--- config.mk ---
export PLATFORM = sky130hd
export DESIGN_NAME = srr_status_regs
export DESIGN_NICKNAME = d
export VERILOG_FILES = /design/src/srr_pkg.sv /design/src/srr_status_regs.sv /design/src/srr_event_group.sv
export SDC_FILE = /design/constraint.sdc
export NUM_CORES = 1
export LEC_CHECK = 0
export ABC_AREA = 1
export ABC_CLOCK_PERIOD_IN_PS = 2150
export BUFFER_PORTS_ARGS = -buffer_cell sky130_fd_sc_hd__buf_2
export CAP_MARGIN = 20
export CORE_MARGIN = 3
export CORE_UTILIZATION = 50
export CTS_BUF_LIST = sky130_fd_sc_hd__clkbuf_16
export CTS_CLUSTER_SIZE = 25
export DETAILED_ROUTE_END_ITERATION = 6
export HOLD_SLACK_MARGIN = 0.15
export PLACE_DENSITY = 0.69
export SLEW_MARGIN = 5
export SYNTH_ARGS = -nofsm -noshare
export SYNTH_HDL_FRONTEND = slang
export SYNTH_SLANG_ARGS = --single-unit
--- constraint.sdc ---
create_clock -name core_clk -period 2.15 [get_ports core_clk]
set_input_delay 0.1075 -clock core_clk [delete_from_list [all_inputs] [get_ports core_clk]]
set_output_delay 0.1075 -clock core_clk [all_outputs]
set_load 0.01 [all_outputs]
--- src/srr_pkg.sv ---
// Shared constants, command codes and carriers for the status reporting block
package srr_pkg;

	// Status byte bit positions
	localparam int FAULT_SUM_BIT = 3;   // fault_summary_bit
	localparam int MSG_AVAIL_BIT = 4;   // message_available_flag
	localparam int STD_SUM_BIT   = 5;   // standard event summary
	localparam int RQS_BIT       = 6;   // service request summary
	localparam int OPER_SUM_BIT  = 7;   // operation_summary_bit

	// Standard event bit positions
	localparam int OP_DONE_BIT  = 0;    // operation_complete_flag
	localparam int POWER_ON_BIT = 7;    // power_on_flag

	// Values after reset
	localparam logic [7:0]  BYTE_RST  = 8'h00;
	localparam logic [15:0] WORD_RST  = 16'h0000;
	localparam logic [7:0]  STD_POWER_ON = 8'h80;

	// Self-test length in cycles
	localparam int TEST_CYCLES = 16;

	// Result characters
	localparam logic [7:0] ASCII_ONE  = 8'h31;
	localparam logic [7:0] ASCII_ZERO = 8'h30;

	// Commands decoded from the message parser
	typedef enum logic [4:0] {
		SRR_NOP,
		SRR_SUM_Q,
		SRR_SRE_SET,
		SRR_SRE_Q,
		SRR_ESR_Q,
		SRR_ESE_SET,
		SRR_ESE_Q,
		SRR_OCOND_Q,
		SRR_OEVT_Q,
		SRR_OENA_SET,
		SRR_OENA_Q,
		SRR_QCOND_Q,
		SRR_QEVT_Q,
		SRR_QENA_SET,
		SRR_QENA_Q,
		SRR_CLS,
		SRR_RST,
		SRR_PRESET,
		SRR_DONE,
		SRR_DONE_Q,
		SRR_WAI,
		SRR_TST_Q
	} srr_cmd_e;

	// Command request carrier
	typedef struct packed {
		srr_cmd_e    cmd;
		logic [15:0] data;
	} srr_req_s;

	// Answer carrier
	typedef struct packed {
		logic        valid;
		logic [15:0] data;
	} srr_rsp_s;

endpackage

--- src/srr_status_regs.sv ---
// Status reporting register bank driven by decoded command messages
//
// Overview of operation
// - Standard event mask is an 8-bit set and query register.
// - Service request mask is an 8-bit set and query register.
// - Status byte is query only; nothing writes it.
// - Standard event latch is query only, 8 bits.
// - Operation condition is a read-only 16-bit live status.
// - Operation event latch is a read-only 16-bit latched value.
// - Operation event mask is a 16-bit set and query register.
// - Fault condition is a read-only 16-bit live fault status.
// - Fault event latch is a read-only 16-bit latched value.
// - Fault event mask is a 16-bit set and query register.
// - Clear empties event latches and status byte except message available.
// - Power-up clears event latches but sets the power-on flag.
// - Power-up empties queues, clears masks, status, opens path.
// - Reset command restores only device settings; status untouched.
// - Operation-complete command sets its flag when pending work ends.
// - Operation-complete query answers ASCII one after pending work ends.
// - Wait command holds off later messages until pending work ends.
// - Remote state entered on communication, lamp lit, never left.
// - Status preset does the same as the reset command.
// - Self-test query runs a test and answers pass or fail.
// - Enabled operation events set bit 7, fault events bit 3.
// - Querying a group event latch clears it.
// - Standard event bit counts only when its mask bit is one.
`timescale 1ns/10ps
module srr_status_regs #(
	parameter int TEST_LEN = srr_pkg::TEST_CYCLES
) (
	input  wire logic              core_clk,
	input  wire logic              rst_n,
	input  wire srr_pkg::srr_req_s req,
	input  wire logic              req_valid,
	input  wire logic              pending_busy,
	input  wire logic              msg_available,
	input  wire logic [5:1]        std_event_in,
	input  wire logic [15:0]       oper_cond_in,
	input  wire logic [15:0]       fault_cond_in,
	input  wire logic              test_fail,
	output logic                   req_ready,
	output srr_pkg::srr_rsp_s      rsp,
	output logic                   settings_default,
	output logic                   queue_flush,
	output logic                   path_open,
	output logic                   remote_lamp
);

	typedef enum {
		ST_IDLE,
		ST_DONE_WAIT,
		ST_DONEQ_WAIT,
		ST_WAI_WAIT,
		ST_TEST
	} srr_state_e;

	srr_state_e  state;
	logic [7:0]  service_request_mask;
	logic [7:0]  standard_event_latch;
	logic [7:0]  standard_event_mask;
	logic [7:0]  std_in_prev;
	logic [15:0] operation_condition;
	logic [15:0] operation_event_latch;
	logic [15:0] operation_event_mask;
	logic [15:0] fault_condition;
	logic [15:0] fault_event_latch;
	logic [15:0] fault_event_mask;
	logic        operation_summary_bit;
	logic        fault_summary_bit;
	logic        std_summary;
	logic        msg_avail_q;
	logic [7:0]  status_summary_byte;
	logic [15:0] test_cnt;
	logic        take;
	logic        is_cls;
	logic        op_done;
	logic [7:0]  std_src;

	srr_pkg::srr_cmd_e cmd;

	assign cmd    = req.cmd;
	assign take   = req_valid && req_ready;
	assign is_cls = take && (cmd == srr_pkg::SRR_CLS);
	assign std_src = {2'b00, std_event_in, 1'b0};

	// Operation group
	srr_event_group #(
		.WIDTH(16)
	) u_oper (
		.core_clk  (core_clk),
		.rst_n     (rst_n),
		.cond_in   (oper_cond_in),
		.mask_wr   (take && cmd == srr_pkg::SRR_OENA_SET),
		.mask_data (req.data),
		.evt_clear (is_cls || (take && cmd == srr_pkg::SRR_OEVT_Q)),
		.cond      (operation_condition),
		.evt       (operation_event_latch),
		.mask      (operation_event_mask),
		.summary   (operation_summary_bit)
	);

	// Fault group
	srr_event_group #(
		.WIDTH(16)
	) u_fault (
		.core_clk  (core_clk),
		.rst_n     (rst_n),
		.cond_in   (fault_cond_in),
		.mask_wr   (take && cmd == srr_pkg::SRR_QENA_SET),
		.mask_data (req.data),
		.evt_clear (is_cls || (take && cmd == srr_pkg::SRR_QEVT_Q)),
		.cond      (fault_condition),
		.evt       (fault_event_latch),
		.mask      (fault_event_mask),
		.summary   (fault_summary_bit)
	);

	// Standard event sources from the parser, latched on rising edge
	always_ff @(posedge core_clk or negedge rst_n) begin
		if (!rst_n) begin
			std_in_prev <= srr_pkg::BYTE_RST;
		end else begin
			std_in_prev <= std_src;
		end
	end

	// Standard event latch; power-on flag is the reset value
	always_ff @(posedge core_clk or negedge rst_n) begin
		if (!rst_n) begin
			standard_event_latch <= srr_pkg::STD_POWER_ON;
		end else begin
			for (int b = 0; b < 8; b++) begin
				if (b == srr_pkg::OP_DONE_BIT && op_done) begin
					standard_event_latch[b] <= 1'b1;
				end else if (std_src[b] && !std_in_prev[b]) begin
					standard_event_latch[b] <= 1'b1;
				end else if (is_cls ||
				             (take && cmd == srr_pkg::SRR_ESR_Q)) begin
					standard_event_latch[b] <= 1'b0;
				end
			end
		end
	end

	// Host masks; reset and preset commands leave them alone
	always_ff @(posedge core_clk or negedge rst_n) begin
		if (!rst_n) begin
			standard_event_mask  <= srr_pkg::BYTE_RST;
			service_request_mask <= srr_pkg::BYTE_RST;
		end else if (take) begin
			if (cmd == srr_pkg::SRR_ESE_SET) begin
				standard_event_mask <= req.data[7:0];
			end
			if (cmd == srr_pkg::SRR_SRE_SET) begin
				service_request_mask <= req.data[7:0];
			end
		end
	end

	// Standard summary uses only enabled bits
	always_ff @(posedge core_clk or negedge rst_n) begin
		if (!rst_n) begin
			std_summary <= 1'b0;
			msg_avail_q <= 1'b0;
		end else begin
			std_summary <= |(standard_event_latch &
			                 standard_event_mask);
			msg_avail_q <= msg_available;
		end
	end

	// Status byte is built from summaries and message available, never written
	always_comb begin
		status_summary_byte = srr_pkg::BYTE_RST;
		status_summary_byte[srr_pkg::OPER_SUM_BIT]  = operation_summary_bit;
		status_summary_byte[srr_pkg::FAULT_SUM_BIT] = fault_summary_bit;
		status_summary_byte[srr_pkg::MSG_AVAIL_BIT] = msg_avail_q;
		status_summary_byte[srr_pkg::STD_SUM_BIT]   = std_summary;
		status_summary_byte[srr_pkg::RQS_BIT] =
			|(status_summary_byte & service_request_mask);
	end

	// Sequencer for operation complete, wait and self-test
	always_ff @(posedge core_clk or negedge rst_n) begin
		if (!rst_n) begin
			state <= ST_IDLE;
		end else begin
			case (state)
			ST_IDLE: begin
				if (take) begin
					case (cmd)
					srr_pkg::SRR_DONE:   state <= ST_DONE_WAIT;
					srr_pkg::SRR_DONE_Q: state <= ST_DONEQ_WAIT;
					srr_pkg::SRR_WAI:   state <= ST_WAI_WAIT;
					srr_pkg::SRR_TST_Q: state <= ST_TEST;
					default:            state <= ST_IDLE;
					endcase
				end
			end
			ST_DONE_WAIT, ST_DONEQ_WAIT, ST_WAI_WAIT: begin
				if (!pending_busy) begin
					state <= ST_IDLE;
				end
			end
			ST_TEST: begin
				if (test_cnt == 16'(TEST_LEN - 1)) begin
					state <= ST_IDLE;
				end
			end
			default: state <= ST_IDLE;
			endcase
		end
	end

	// Operation-complete flag raised as pending work drains
	assign op_done = (state == ST_DONE_WAIT) && !pending_busy;

	// Self-test cycle counter
	always_ff @(posedge core_clk or negedge rst_n) begin
		if (!rst_n) begin
			test_cnt <= '0;
		end else if (state == ST_TEST) begin
			test_cnt <= test_cnt + 16'h0001;
		end else begin
			test_cnt <= '0;
		end
	end

	// Accept new messages only when idle; wait holds the parser off
	always_ff @(posedge core_clk or negedge rst_n) begin
		if (!rst_n) begin
			req_ready <= 1'b0;
		end else begin
			req_ready <= (state == ST_IDLE) && !take;
		end
	end

	// Query answers, one cycle pulse
	always_ff @(posedge core_clk or negedge rst_n) begin
		if (!rst_n) begin
			rsp <= '0;
		end else begin
			rsp.valid <= 1'b0;
			rsp.data  <= rsp.data;
			if (take) begin
				rsp.valid <= 1'b1;
				case (cmd)
				srr_pkg::SRR_SUM_Q:   rsp.data <= {8'h00, status_summary_byte};
				srr_pkg::SRR_SRE_Q:   rsp.data <= {8'h00, service_request_mask};
				srr_pkg::SRR_ESR_Q:   rsp.data <= {8'h00, standard_event_latch};
				srr_pkg::SRR_ESE_Q:   rsp.data <= {8'h00, standard_event_mask};
				srr_pkg::SRR_OCOND_Q: rsp.data <= operation_condition;
				srr_pkg::SRR_OEVT_Q:  rsp.data <= operation_event_latch;
				srr_pkg::SRR_OENA_Q:  rsp.data <= operation_event_mask;
				srr_pkg::SRR_QCOND_Q: rsp.data <= fault_condition;
				srr_pkg::SRR_QEVT_Q:  rsp.data <= fault_event_latch;
				srr_pkg::SRR_QENA_Q:  rsp.data <= fault_event_mask;
				default:              rsp.valid <= 1'b0;
				endcase
			end else if (state == ST_DONEQ_WAIT && !pending_busy) begin
				rsp.valid <= 1'b1;
				rsp.data  <= {8'h00, srr_pkg::ASCII_ONE};
			end else if (state == ST_TEST &&
			             test_cnt == 16'(TEST_LEN - 1)) begin
				rsp.valid <= 1'b1;
				rsp.data  <= {8'h00, test_fail ? srr_pkg::ASCII_ZERO
				                               : srr_pkg::ASCII_ONE};
			end
		end
	end

	// Reset and preset only pulse the device settings default strobe
	always_ff @(posedge core_clk or negedge rst_n) begin
		if (!rst_n) begin
			settings_default <= 1'b0;
		end else begin
			settings_default <= take && (cmd == srr_pkg::SRR_RST ||
			                             cmd == srr_pkg::SRR_PRESET);
		end
	end

	// Power-up flush of queues and opening of the path, one cycle after
	always_ff @(posedge core_clk or negedge rst_n) begin
		if (!rst_n) begin
			queue_flush <= 1'b1;
			path_open   <= 1'b1;
		end else begin
			queue_flush <= 1'b0;
			path_open   <= 1'b0;
		end
	end

	// Remote state is sticky until power goes
	always_ff @(posedge core_clk or negedge rst_n) begin
		if (!rst_n) begin
			remote_lamp <= 1'b0;
		end else if (take) begin
			remote_lamp <= 1'b1;
		end
	end

	// Standard event mask survives the reset command
	mask_keep_a: assert property (
		@(posedge core_clk) disable iff (!rst_n)
		(take && cmd == srr_pkg::SRR_RST) |=> $stable(standard_event_mask))
		else $error("mask changed on reset command");

	ese_write_a: assert property (
		@(posedge core_clk) disable iff (!rst_n)
		(take && cmd == srr_pkg::SRR_ESE_SET) |=>
		standard_event_mask == $past(req.data[7:0]))
		else $error("event mask write lost");

	sre_write_a: assert property (
		@(posedge core_clk) disable iff (!rst_n)
		(take && cmd == srr_pkg::SRR_SRE_SET) |=>
		service_request_mask == $past(req.data[7:0]))
		else $error("request mask write lost");

	// Only a bit whose condition was set at the query edge may survive it
	oper_clear_a: assert property (
		@(posedge core_clk) disable iff (!rst_n)
		(take && cmd == srr_pkg::SRR_OEVT_Q) |=>
		(operation_event_latch & ~$past(operation_condition)) == 16'h0000)
		else $error("operation event not cleared by query");

	cls_keep_a: assert property (
		@(posedge core_clk) disable iff (!rst_n)
		is_cls |=> $stable(operation_event_mask) && $stable(fault_event_mask))
		else $error("clear touched enable masks");

	done_flag_a: assert property (
		@(posedge core_clk) disable iff (!rst_n)
		op_done |=> standard_event_latch[srr_pkg::OP_DONE_BIT])
		else $error("operation complete flag not set");

	wai_hold_a: assert property (
		@(posedge core_clk) disable iff (!rst_n)
		(state == ST_WAI_WAIT) |-> !req_ready)
		else $error("messages taken while waiting");

	remote_stay_a: assert property (
		@(posedge core_clk) disable iff (!rst_n)
		remote_lamp |=> remote_lamp)
		else $error("remote state left");

	done_ans_a: assert property (
		@(posedge core_clk) disable iff (!rst_n)
		(state == ST_DONEQ_WAIT && !pending_busy) |=>
		rsp.valid && rsp.data[7:0] == srr_pkg::ASCII_ONE)
		else $error("operation complete query answer wrong");

	sum_oper_a: assert property (
		@(posedge core_clk) disable iff (!rst_n)
		(|(operation_event_latch & operation_event_mask)) |=>
		status_summary_byte[srr_pkg::OPER_SUM_BIT])
		else $error("operation summary bit missing");

endmodule

--- src/srr_event_group.sv ---
// One latched event group: condition, event latch, mask and summary
`timescale 1ns/10ps
module srr_event_group #(
	parameter int WIDTH = 16
) (
	input  wire logic             core_clk,
	input  wire logic             rst_n,
	input  wire logic [WIDTH-1:0] cond_in,
	input  wire logic             mask_wr,
	input  wire logic [WIDTH-1:0] mask_data,
	input  wire logic             evt_clear,
	output logic      [WIDTH-1:0] cond,
	output logic      [WIDTH-1:0] evt,
	output logic      [WIDTH-1:0] mask,
	output logic                  summary
);

	logic [WIDTH-1:0] cond_prev;

	// Condition sampled so rising edges can be found
	always_ff @(posedge core_clk or negedge rst_n) begin
		if (!rst_n) begin
			cond      <= '0;
			cond_prev <= '0;
		end else begin
			cond      <= cond_in;
			cond_prev <= cond;
		end
	end

	// Per bit latch; a new edge beats a clear in the same cycle
	genvar i;
	generate
		for (i = 0; i < WIDTH; i++) begin : g_bit
			always_ff @(posedge core_clk or negedge rst_n) begin
				if (!rst_n) begin
					evt[i] <= 1'b0;
				end else if (cond[i] && !cond_prev[i]) begin
					evt[i] <= 1'b1;
				end else if (evt_clear) begin
					evt[i] <= 1'b0;
				end
			end
		end
	endgenerate

	// Mask only changes on its set command
	always_ff @(posedge core_clk or negedge rst_n) begin
		if (!rst_n) begin
			mask <= '0;
		end else if (mask_wr) begin
			mask <= mask_data;
		end
	end

	// Summary registered to keep top outputs flopped
	always_ff @(posedge core_clk or negedge rst_n) begin
		if (!rst_n) begin
			summary <= 1'b0;
		end else begin
			summary <= |(evt & mask);
		end
	end

endmodule

=== Word-level counts from Yosys, hierarchy flattened ===
Cells that the tools add are included.

* $add $sub $neg: 1
* Order comparisons: 0
* Divide/modulo/power cells: 0
* $mul: 0
* Multiplexer cells: 53
* Bitwise gates (word level): 4
* Equality and inequality tests: 33
* Reduce and logical (&&, ||, !) cells: 143
* Shift operators: 0

{| class="wikitable"
|+ Operators with widths
! cell !! count
|-
| $pmux 16 s10 || 1
|-
| $eq 32x2->1 const B || 3
|-
| $mux 32 || 3
|-
| $pmux 32 s3 || 1
|-
| $reduce_bool 2->1 || 38
|-
| $eq 32x3->1 const B || 2
|-
| $logic_not 32->1 || 2
|-
| $mux 17 || 3
|-
| $logic_and 1x1->1 || 49
|-
| $mux 1 || 43
|-
| $eq 5x4->1 const B || 8
|-
| $logic_not 1->1 || 39
|-
| $and 16x16->16 || 2
|-
| $eq 32x1->1 const B || 1
|-
| $eq 32x4->1 const B || 1
|-
| $reduce_or 16->1 || 2
|-
| $eq 5x5->1 const B || 6
|-
| $eq 5x3->1 const B || 4
|-
| $add 16x1->16 const B || 1
|-
| $and 8x8->8 || 2
|-
| $eq 16x4->1 const B || 1
|-
| $mux 16 || 1
|-
| $reduce_or 8->1 || 2
|-
| $pmux 3 s4 || 1
|-
| 10 further kinds || 18
|}

* Bits in writable memories: 0
* Bits in latches: 0
* Input port bits: 64
* Output and inout bits: 22
* Register bits after elaboration: 229
* Bits in read-only memories: 0
* Memories: 0
* Word-level logic and storage cells: 294

=== Longest topological paths before layout ===
Gate-level depths: netlist of the first run.

* Word-level depth: 5
* Gate-level depth with buffers: 12
* Mapped depth without buffers: 11

=== By module ===
From an unflattened synthesis of the first run, not the netlist that was laid out.

* Cell total of the unflattened synthesis: 911
* Area, all modules: 8584.5 µm²

{| class="wikitable"
|+ By module, submodules not included
! module !! sequential area each (µm²) !! area an instance (µm²) !! times used !! cells an instance
|-
| srr_event_group || 1626.6 || 2239.6 || 2 || 168
|-
| srr_status_regs || 1754.2 || 4105.2 || 1 || 575
|}

=== Worst setup path after synthesis of the first run ===
OpenSTA, ideal clock, no wires.

* Path type: register to register
* Start point: register test_cnt[0]
* End point: register rsp[3] (netlist bit)
* Stages on the path, launching flop included: 12
* Data required time: 2033 ps
* Slack: 573 ps
* Data arrival time: 1460 ps
* Period minus slack after synthesis: 1577 ps
* Setup time: 117 ps
* Buffers on the path: 1
* Cell sequence: dfrtp_1 ha_1 nand2_1 nor2_1 inv_1 nor2_1 nand3_1 nand3_1 nand2_2 buf_6 nand2_1 nand2_1

* Cells in the longest elaborated chain, start to end: 4

{| class="wikitable"
|+ Ends and longest elaborated chain
! element !! RTL line !! RTL
|-
| from (decl) || srr_status_regs.sv:73 || <nowiki>logic [15:0] test_cnt;</nowiki>
|-
| from (signal assigned) || srr_status_regs.sv:223 || <nowiki>test_cnt <= test_cnt + 16'h0001;</nowiki>
|-
| $eq 16x4->1 || srr_status_regs.sv:264 || <nowiki>test_cnt == 16'(TEST_LEN - 1)) begin</nowiki>
|-
| $logic_and 1x1->1 || srr_status_regs.sv:263 || <nowiki>end else if (state == ST_TEST &&</nowiki>
|-
| $reduce_bool 3->1 (no line) || -- ||
|-
| $reduce_and 2->1 (no line) || -- ||
|-
| to (decl) || srr_status_regs.sv:42 || <nowiki>output srr_pkg::srr_rsp_s rsp,</nowiki>
|}

Every way passes these cells.
A chain may end at the register's enable or synchronous reset.

=== Worst setup path in the final report of the first run ===
* Start point: register test_cnt[0]
* End point: register rsp[0] (netlist bit)

The elaborated chain is that of the path after synthesis.

==> flow_summary_export.csv, run 1 <==
group,metric,value,unit
outcome,outcome,"complete, no violations",
layout,fin_util,63.7,%
layout,multi_input_area,2630,µm²
hold_path,min_path_type,"primary input to async pin",
placement,place_area,9030,µm²
die,coreArea,16100,µm²
synthesis,seq_area_frac_synth,60.6,%
die,start_util,51.5,%
setup_path,ff2ff_path_depth,10,
sta,rsz0062_at_grt,"false",
global_route,track_usage,25.2,%
synthesis,async_flop_share,100,%
placement,io_buffers,85,
setup_path,r2r_end,"rsp[0]",
global_route,grt_first_pass_wirelength,35300,µm
power_and_ir_drop,p_sw,2.83,mW
clocking,h-tree-depth,4,
synthesis,ys_seq_elements,200,
global_route,first_global_vias,6884,
synthesis,syn-instance-count,927,
power_and_ir_drop,p_int,6.39,mW
placement,place.gp.congestion,0.946,
clocking,root_buffer,"clkbuf_16",
synthesis,synth_cell_types,33,
drt,drt-vias-per-instance,5.22,
layout,final_cell_area,10200,µm²
drt,finalWirelength,21700,µm
setup_path,worstSetupStartpointType,"flop",
power_and_ir_drop,ir_worst_vdd,0.639,mV
drt,drcViolationCount,0,
layout,drive_gt1_share,14.5,%
sta,finalSetupTns,0,ns
layout,area_growth,23.7,%
layout,diodes,0,
placement,dp_hpwl,15600,µm
drt,vias,6872,
clocking,clockBufferDepth,2,
setup_path,critical_path.max_stage_delay,0.37,ns
clocking,cts.repair.resized,0,
layout,ff_latch_area,5010,µm²
power_and_ir_drop,pwr-share-clk,34.6,%
die,die-area,18100,µm²
setup_path,crit_chain,"ha_1 > nand2_1 > nor2_1 > inv_1 > nor2_1 > nand3_1 > nand3_1 > nand2_2 > nand2_1 > nand3_1",
clocking,cts_made_buffers,17,
setup_path,cp_slowest_cell,"dfrtp_1",
drt,first_iter_violations,576,
power_and_ir_drop,p_leak,5.15,nW
setup_path,worst_path_most_repeated_cell,"nand3_1",
sta,relSlewSlack,66.5,%
drt,final_antenna_net_count,0,
setup_path,crit_path_end,"rsp[0]",
sta,setup_viol,0,
setup_path,path_buf_inv,1,
sta,drv_slew,0,
setup_path,worstPathRequired,2.48,ns
drt,drtPass1Iterations,5,
sta,finalHoldViolations,0,
global_route,grt_max_degree,82,
power_and_ir_drop,powerDensity,902,nW/µm²
setup_path,crit_type,"flop to flop",
clocking,clk_latency,0.45,ns
die,io_pins,86,
setup_path,reg2reg_slack,0.37,ns
synthesis,yosys_warnings,0,
setup_path,startpoint,"test_cnt[0]",
die,die_y,135,µm
setup_path,reg2reg_from,"test_cnt[0]",
synthesis,synth_nets,992,
global_route,grt_antenna_before_repair,0,
power_and_ir_drop,seqPwrFrac,49.5,%
power_and_ir_drop,switching_share,30.7,%
global_route,overflow,0,
die,rows,46,
power_and_ir_drop,total_power,9.22,mW
setup_path,arrival,2.11,ns
setup_path,crit_fanout,15,
sta,worstMarginPinSlew,0.501,ns
run,maxCapViolCount,0,
clocking,clock_sinks,200,
sta,fin_crit_sh,82.8,%
die,dieWidth,135,µm
sta,fmax,561,MHz
synthesis,synthesis.area,8270,µm²
layout,nets,1153,
clocking,tritoncts,"done",
setup_path,critPathTopFamily,"simple AND/OR/NAND/NOR gates",
setup_path,end_kind,"flop",
clocking,ctsHoldBuffers,60,
synthesis,synth_edf_count,0,
sta,fin_crit,1.78,ns
synthesis,ys.flop_type,"dfrtp_1",
drt,wl_per_cell,16.5,µm
sta,finClkSkew,0.0104,ns
layout,fillerInstances,1352,
synthesis,syn_avg_cell_area,8.92,µm²
setup_path,path_depth,10,
power_and_ir_drop,power_frac_comb,15.9,%
clocking,cts_setup_buffers,0,
clocking,cts.clk_slew.worst_paths,0.08,ns
==> worst min-delay path by stage <==
| stage | startpoint | to | slack, ns | depth (start not counted) |
|---|---|---|---|---|
| after floorplan | rst_n | msg_avail_q | -0.19 | 0 |
| after global placement | rst_n | req_ready | 0.06 | 1 |
| after detailed placement | rst_n | req_ready | 0.06 | 1 |
| after CTS | rst_n | req_ready | 0.16 | 2 |
| after global routing | rst_n | req_ready | 0.17 | 2 |
| final | rst_n | test_cnt[12] | 0.14 | 2 |
==> Yosys cell counts, types with 2 or more instances <==
library cell | n | area [µm²]
nand3b_1 | 5 | 37.5
clkbuf_1 | 9 | 33.8
o22ai_1 | 53 | 332
inv_2 | 8 | 30.0
o21ai_0 | 81 | 405
inv_1 | 129 | 484
a221oi_1 | 5 | 43.8
nand3_1 | 52 | 260
buf_2 | 8 | 40.0
nor2_1 | 71 | 267
a21oi_1 | 14 | 70.1
buf_4 | 2 | 15.0
dfrtp_1 | 198 | 4950
nor2_2 | 4 | 25.0
nand2_1 | 237 | 890
clkinv_1 | 2 | 7.51
nand2_2 | 5 | 31.3
nor3_1 | 8 | 40.0
nand4_1 | 16 | 100
o21ai_2 | 3 | 26.3
dfstp_2 | 2 | 52.6
xor2_1 | 4 | 35.0
==> per-layer routing <==
metal / vias up / part of all wire [%] / global-route usage [%]
met5: - / 0 / 0
met4: 0 / 2.8 / 9.39
met3: 46 / 6.8 / 5.03
met2: 232 / 47 / 40.5
met1: 3269 / 44 / 34.1
li1: 3325 / - / -
==> stage by stage <==
stage	cells	setup WS (ns)	hold WS, ns
after floorplan	927	0.573	-0.188
after global placement	1225	0.440	0.0630
after detailed placement	1225	0.378	0.0614
after CTS	1317	0.357	0.159
after global routing	1317	0.127	0.172
final	1317	0.369	0.140
==> registers in the layout, summed over array words and instances (netlist names), 16 cells and up <==
signal,flops
rsp,17
test_cnt,16
u_fault.cond,16
u_fault.cond_prev,16
u_fault.evt,16
u_fault.mask,16
u_oper.cond,16
u_oper.cond_prev,16
u_oper.evt,16
u_oper.mask,16
==> layout by cell type (no fill, tap or decap), drive strengths merged, types with 16 or more instances in the layout <==
| cell | n |
|---|---|
| buf | 102 |
| clkbuf | 18 |
| dfrtp | 198 |
| dlygate4sd3 | 60 |
| inv | 145 |
| nand2 | 242 |
| nand3 | 52 |
| nand4 | 16 |
| nor2 | 76 |
| o21ai | 84 |
| o22ai | 53 |
==> logic make-up (layout without fill, tap and decap cells) <==
| logic type | count (synthesis) | in the layout | share of synthesized area, % |
|---|---|---|---|
| AND/OR/NAND/NOR | 401 | 401 | 20.3 |
| other | 1 | 1 | 0.0454 |
| buffers and inverters | 160 | 334 | 7.57 |
| flip-flops | 200 | 200 | 60.6 |
| adder cells (fa/ha/maj) | 1 | 1 | 0.151 |
| XOR/XNOR | 4 | 4 | 0.424 |
| AO/OA/AOI/OAI | 160 | 160 | 11.0 |
==> power groups by stage <==
stage	clock, mW	combinational [mW]	sequential, mW
after floorplan	0	0.826	4.56
after global placement	0	1.36	4.62
after detailed placement	0	1.39	4.63
after CTS	3.23	1.48	4.56
after global routing	3.39	1.68	4.62
final	3.19	1.47	4.57
==> layout make-up <==
class	count	share of cell area (%)
multi-input cells	567	25.8
inverters	139	5.10
clock inverters	15	1.70
well taps	216	2.64
flip-flops and latches	200	49.0
repair buffers	163	11.7
clock buffers	17	4.16
Note: power is estimated with default switching activity, not from simulation.
==> run 2, diff against run 1 <==
--- a/config.mk
+++ b/config.mk
@@ -6,7 +6,7 @@
 export NUM_CORES = 1
 export LEC_CHECK = 0
 export ABC_AREA = 1
-export ABC_CLOCK_PERIOD_IN_PS = 2150
+export ABC_CLOCK_PERIOD_IN_PS = 1610
 export BUFFER_PORTS_ARGS = -buffer_cell sky130_fd_sc_hd__buf_2
 export CAP_MARGIN = 20
 export CORE_MARGIN = 3
@@ -15,7 +15,7 @@
 export CTS_CLUSTER_SIZE = 25
 export DETAILED_ROUTE_END_ITERATION = 6
 export HOLD_SLACK_MARGIN = 0.15
-export PLACE_DENSITY = 0.69
+export PLACE_DENSITY = 0.72
 export SLEW_MARGIN = 5
 export SYNTH_ARGS = -nofsm -noshare
 export SYNTH_HDL_FRONTEND = slang
==> constraint.sdc (replaced) <==
create_clock -name core_clk -period 1.61 [get_ports core_clk]
set_input_delay 0.0805 -clock core_clk [delete_from_list [all_inputs] [get_ports core_clk]]
set_output_delay 0.0805 -clock core_clk [all_outputs]
set_load 0.01 [all_outputs]
==> run 2 against run 1 <==
  * Clock power is 34% higher
  * Flip-flop and latch count did not move
  * Setup slack lost 0.32 ns
  * Via count is 3.5% higher
  * Clock skew increased by 0.00092 ns
  * Sequential share of layout area shrank 1.7 points
  * Routed wire length up 3.6%
  * Non-clock buffer count rose by 30
  * Utilization rose by 2.3 points
  * Combinational power grew 44%
  * Critical path type is now primary input to flop
  * Critical endpoint is now rsp[13]
  * Highest routed layer unchanged
==> flow_summary_export.csv, run 2 (same netlist as run 1, synthesis figures left out) <==
group,metric,value,unit
sta,finalHoldViolations,0,
global_route,first_global_vias,6908,
setup_path,arrival,1.93,ns
setup_path,ff2ff_path_depth,6,
drt,drcViolationCount,0,
sta,worstMarginPinSlew,1.09,ns
drt,drt-vias-per-instance,5.28,
clocking,clk_latency,0.44,ns
setup_path,crit_fanout,9,
die,die-area,18100,µm²
layout,final_common_cell,"nand2_1",
sta,drv_slew,0,
run,maxCapViolCount,0,
die,io_pins,86,
setup_path,cp_slowest_cell,"dlygate4sd3_1",
clocking,clock_sinks,200,
sta,finClkSkew,0.0113,ns
layout,largest_register_ffs,17,
setup_path,critical_path.max_stage_delay,0.54,ns
setup_path,reg2reg_from,"req_ready",
layout,nets,1184,
power_and_ir_drop,ir_worst_vdd,0.777,mV
drt,wl_per_cell,16.7,µm
die,rows,46,
drt,drtPass1Iterations,6,
clocking,clockBufferDepth,2,
layout,diodes,0,
power_and_ir_drop,p_leak,5.37,nW
layout,layout_common_cells,"nand2_1 (234), dfrtp_1 (198), inv_1 (130), buf_2 (84), o21ai_0 (81)",
layout,drive_gt1_share,17.8,%
global_route,overflow,0,
setup_path,crit_chain,"buf_2 > dlygate4sd3_1 > buf_4 > nor2_1 > buf_4 > nand2_4 > nand2_1 > inv_2 > nand2_1 > nand2_2 > inv_2 > o21ai_0 > nand2_1",
clocking,root_buffer,"clkbuf_16",
layout,regMostFlops,"rsp",
die,dieWidth,135,µm
setup_path,end_kind,"flop",
clocking,tritoncts,"done",
setup_path,r2r_end,"u_fault.evt[11]",
placement,place_area,9270,µm²
layout,area_growth,28.1,%
sta,fmax,642,MHz
setup_path,worstPathRequired,1.99,ns
die,die_y,135,µm
drt,finalWirelength,22500,µm
drt,first_iter_violations,672,
placement,io_buffers,85,
global_route,track_usage,25.7,%
hold_path,min_path_type,"primary input to flop",
sta,setup_viol,0,
global_route,grt_first_pass_wirelength,35700,µm
outcome,outcome,"complete, no violations",
sta,rsz0062_at_grt,"true",
sta,setup_ws,0.0524,ns
power_and_ir_drop,powerDensity,1180,nW/µm²
placement,dp_hpwl,15700,µm
clocking,cts.clk_slew.worst_paths,0.07,ns
drt,vias,7113,
setup_path,worstSetupStartpointType,"primary input",
power_and_ir_drop,total_power,12.5,mW
hold_path,min_from,"req[20]",
hold_path,min_to,"settings_default",
setup_path,reg2reg_slack,0.10,ns
sta,whs,0.207,ns
sta,relSlewSlack,26.9,%
die,start_util,51.5,%
layout,final_cell_area,10600,µm²
drt,final_antenna_net_count,0,
sta,fin_crit,1.56,ns
setup_path,path_buf_inv,6,
global_route,grt_antenna_before_repair,0,
setup_path,critPathTopFamily,"buffers and inverters",
layout,fillerInstances,1266,
hold_path,holdPathStages,4,
sta,fin_crit_sh,96.7,%
placement,pre_cts_slack,-0.335,ns
layout,fin_util,65.9,%
global_route,grt_max_degree,56,
clocking,cts_made_buffers,17,
setup_path,worst_path_most_repeated_cell,"nand2_1",
die,coreArea,16100,µm²
clocking,h-tree-depth,4,
placement,place.gp.congestion,0.961,
setup_path,crit_type,"primary input to flop",
-- run 2: worst max path at each step --
stage / startpoint / to / slack (ns) / depth (start not counted)
finish: req[16] / rsp[13] / 0.05 / 13
global route: req_ready / service_request_mask[1] / -0.02 / 6
CTS: test_cnt[0] / rsp[0] / 0.01 / 10
detailed placement: req[16] / rsp[11] / -0.34 / 10
global placement: req[16] / rsp[11] / -0.24 / 10
floorplan: test_cnt[0] / rsp[3] / 0.03 / 11
-- run 2: area by class of cell --
cell class / instances / area [µm²] / area share (%)
multi-input cells: 568 / 2710 / 25.6
clock inverters: 15 / 166 / 1.57
well taps: 216 / 270 / 2.55
flip-flops and latches: 200 / 5010 / 47.3
repair buffers: 193 / 1490 / 14.0
inverters: 139 / 522 / 4.93
clock buffers: 17 / 425 / 4.02
-- run 2: what timing repair did --
action,4_1_cts,5_1_grt
setup buffers,0,2
cloned,0,1
hold endpoints to repair,295,0
pin swaps,0,1
hold buffers,62,0
setup endpoints to repair,15,23
gates resized for setup,2,16
-- run 2: layer usage --
| metal | track usage (%) | part of all wire, % | wire length [µm] |
|---|---|---|---|
| met2 | 41.2 | 48 | 10800 |
| met5 | 0 | 0 | 0 |
| met3 | 5.59 | 6.8 | 1530 |
| met4 | 8.94 | 2.6 | 593 |
| met1 | 35.1 | 43 | 9610 |
-- run 2: through the flow --
step / std cells / setup TNS [ns]
after detailed placement: 1251 / -2.78
after CTS: 1345 / 0
after global placement: 1251 / -2.41
after global routing: 1348 / -0.0341
final: 1348 / 0
after floorplan: 927 / 0
-- run 2: worst register-to-register path: cells and delay by family (launching register included) --
kind	cells	cell delay [ns]
buf+inv	2	0.31
simple gates	2	0.43
flops	1	0.39
compound gates	2	0.28
-- run 2: power by group --
part	internal (mW)	switching (mW)	total [mW]	leakage, nW
registers	5.65	0.446	6.10	2.39
clock network	2.32	1.96	4.28	0.285
logic	0.863	1.25	2.12	2.69
==> run 3, diff against run 2 <==
--- a/config.mk
+++ b/config.mk
@@ -7,15 +7,15 @@
 export LEC_CHECK = 0
 export ABC_AREA = 1
 export ABC_CLOCK_PERIOD_IN_PS = 1610
-export BUFFER_PORTS_ARGS = -buffer_cell sky130_fd_sc_hd__buf_2
 export CAP_MARGIN = 20
 export CORE_MARGIN = 3
 export CORE_UTILIZATION = 50
 export CTS_BUF_LIST = sky130_fd_sc_hd__clkbuf_16
 export CTS_CLUSTER_SIZE = 25
 export DETAILED_ROUTE_END_ITERATION = 6
+export DONT_BUFFER_PORTS = 1
 export HOLD_SLACK_MARGIN = 0.15
-export PLACE_DENSITY = 0.72
+export PLACE_DENSITY = 0.68
 export SLEW_MARGIN = 5
 export SYNTH_ARGS = -nofsm -noshare
 export SYNTH_HDL_FRONTEND = slang
==> run 3 against run 2 <==
  * The flow now finishes with violations (negative hold slack)
  * Final cell count shrank 7.5%
  * Final area decreased by 5.2%
  * Non-clock buffer count decreased by 101
==> flow_summary_export.csv, run 3 (same netlist as run 1, synthesis figures left out) <==
group,metric,value,unit
layout,drive_gt1_share,10.4,%
clocking,root_buffer,"clkbuf_16",
die,die-area,18100,µm²
setup_path,crit_type,"flop to flop",
setup_path,worstSetupStartpointType,"flop",
setup_path,r2r_end,"rsp[0]",
power_and_ir_drop,p_leak,4.96,nW
setup_path,reg2reg_slack,0.07,ns
power_and_ir_drop,total_power,12.3,mW
setup_path,end_kind,"flop",
global_route,track_usage,24.4,%
sta,whs,-0.670,ns
power_and_ir_drop,ir_worst_vdd,0.849,mV
clocking,cts_made_buffers,17,
sta,fin_crit,1.54,ns
layout,instances_no_fill,1247,
global_route,grt_antenna_before_repair,0,
sta,fin_crit_sh,95.8,%
setup_path,reg2reg_from,"test_cnt[1]",
die,rows,46,
placement,io_buffers,0,
placement,dp.cells,1149,
drt,final_antenna_net_count,0,
run,maxCapViolCount,0,
die,coreArea,16100,µm²
outcome,outcome,"complete, but fails checks",
die,dieWidth,135,µm
clocking,cts.clk_slew.worst_paths,0.07,ns
power_and_ir_drop,powerDensity,1230,nW/µm²
drt,drcViolationCount,0,
outcome,violations,"negative hold slack",
drt,drt-vias-per-instance,5.28,
sta,finClkSkew,0.0144,ns
setup_path,crit_path_end,"rsp[0]",
setup_path,startpoint,"test_cnt[1]",
drt,finalWirelength,21500,µm
sta,setup_viol,0,
drt,first_iter_violations,663,
clocking,h-tree-depth,4,
setup_path,ff2ff_path_depth,10,
layout,area_growth,21.4,%
layout,largest_register_ffs,17,
clocking,tritoncts,"done",
placement,place.gp.congestion,0.934,
layout,layout_common_cells,"nand2_1 (231), dfrtp_1 (198), inv_1 (127), o21ai_0 (80), nor2_1 (64)",
layout,final_common_cell,"nand2_1",
global_route,grt_max_degree,201,
drt,drtPass1Iterations,5,
layout,diodes,0,
setup_path,worstPathRequired,1.93,ns
setup_path,arrival,1.86,ns
placement,dp_hpwl,14500,µm
hold_path,min_path_type,"primary input to async pin",
sta,fmax,649,MHz
global_route,grt_first_pass_wirelength,33900,µm
clocking,clockBufferDepth,2,
die,start_util,51.5,%
clocking,clk_latency,0.45,ns
sta,drv_slew,0,
placement,place_area,8640,µm²
drt,vias,6581,
layout,final_cell_area,10000,µm²
layout,nets,1083,
sta,rsz0062_at_grt,"true",
sta,finalHoldViolations,200,
die,die_y,135,µm
drt,wl_per_cell,17.2,µm
die,io_pins,86,
global_route,first_global_vias,6453,
global_route,overflow,0,
setup_path,crit_fanout,8,
layout,regMostFlops,"rsp",
clocking,clock_sinks,200,
-- run 3: changes by cell type in the layout (fill, tap and decap cells not counted), sizes merged --
| cell | before | now |
|---|---|---|
| dlygate4sd3 | 61 | 60 |
| inv | 143 | 145 |
| clkinv | 6 | 4 |
| dlymetal6s4s | 0 | 3 |
| clkbuf | 18 | 17 |
| buf | 131 | 29 |
-- run 3: layout make-up --
class                           count  area, µm²
Clock buffer                       17        425
Fill cell                        1354       6020
Clock inverter                     15        184
Timing Repair Buffer               92        860
Sequential cell                   200       5010
Inverter                          139        531
Multi-Input combinational cell    568       2760
Tap cell                          216        270
-- run 3: what timing repair did --
action,CTS,global route
setup buffers,0,2
hold endpoints to repair,305,201
pin swaps,0,9
hold buffers,62,1
cloned,0,1
endpoints found under the setup margin,15,31
resized for setup,3,37
-- run 3: how the worst min path moves through the flow --
stage                             end  slack, ns  cells past startpoint
after CTS                 test_cnt[9]      -0.68                      0
after global placement    test_cnt[9]      -0.21                      0
after global routing      test_cnt[2]      -0.69                      0
after floorplan           msg_avail_q      -0.22                      0
final                     test_cnt[9]      -0.67                      0
after detailed placement  test_cnt[9]      -0.21                      0
-- run 3: critical path, cell delays in order, from the launching register on --
cell,delay (ns)
dfrtp_1,0.36
ha_2,0.19
nand2_2,0.07
nor2_4,0.12
inv_2,0.06
nor2_4,0.10
nand3_2,0.12
nand3_4,0.12
nand2_4,0.10
nand2_1,0.09
nand3_1,0.08
-- run 3: layer usage --
layer	vias to the layer above	wire length, µm	track usage, %
met1	3149	9570	33.9
met2	219	10200	38.4
li1	3177	-	-
met5	-	0	0
met4	0	447	7.86
met3	36	1240	5.63
-- run 3: through the flow --
stage / util (%) / hold WS (ns) / setup slack, ns / setup TNS [ns]
2_1_floorplan: - / -0.215 / 0.0327 / 0
3_3_place_gp: 53.8 / -0.211 / 0.0186 / 0
3_5_place_dp: 53.8 / -0.210 / -0.0476 / -0.102
4_1_cts: 61.5 / -0.682 / 0.00483 / 0
5_1_grt: 62.5 / -0.691 / -0.0416 / -0.0561
6_report: 62.5 / -0.670 / 0.0680 / 0
-- run 3: where the power goes --
group          switching (mW)  leakage (nW)  internal, mW
logic                    1.04          2.28         0.709
registers               0.520          2.39          5.65
clock network            2.06         0.293          2.37
total                    3.62          4.96          8.72
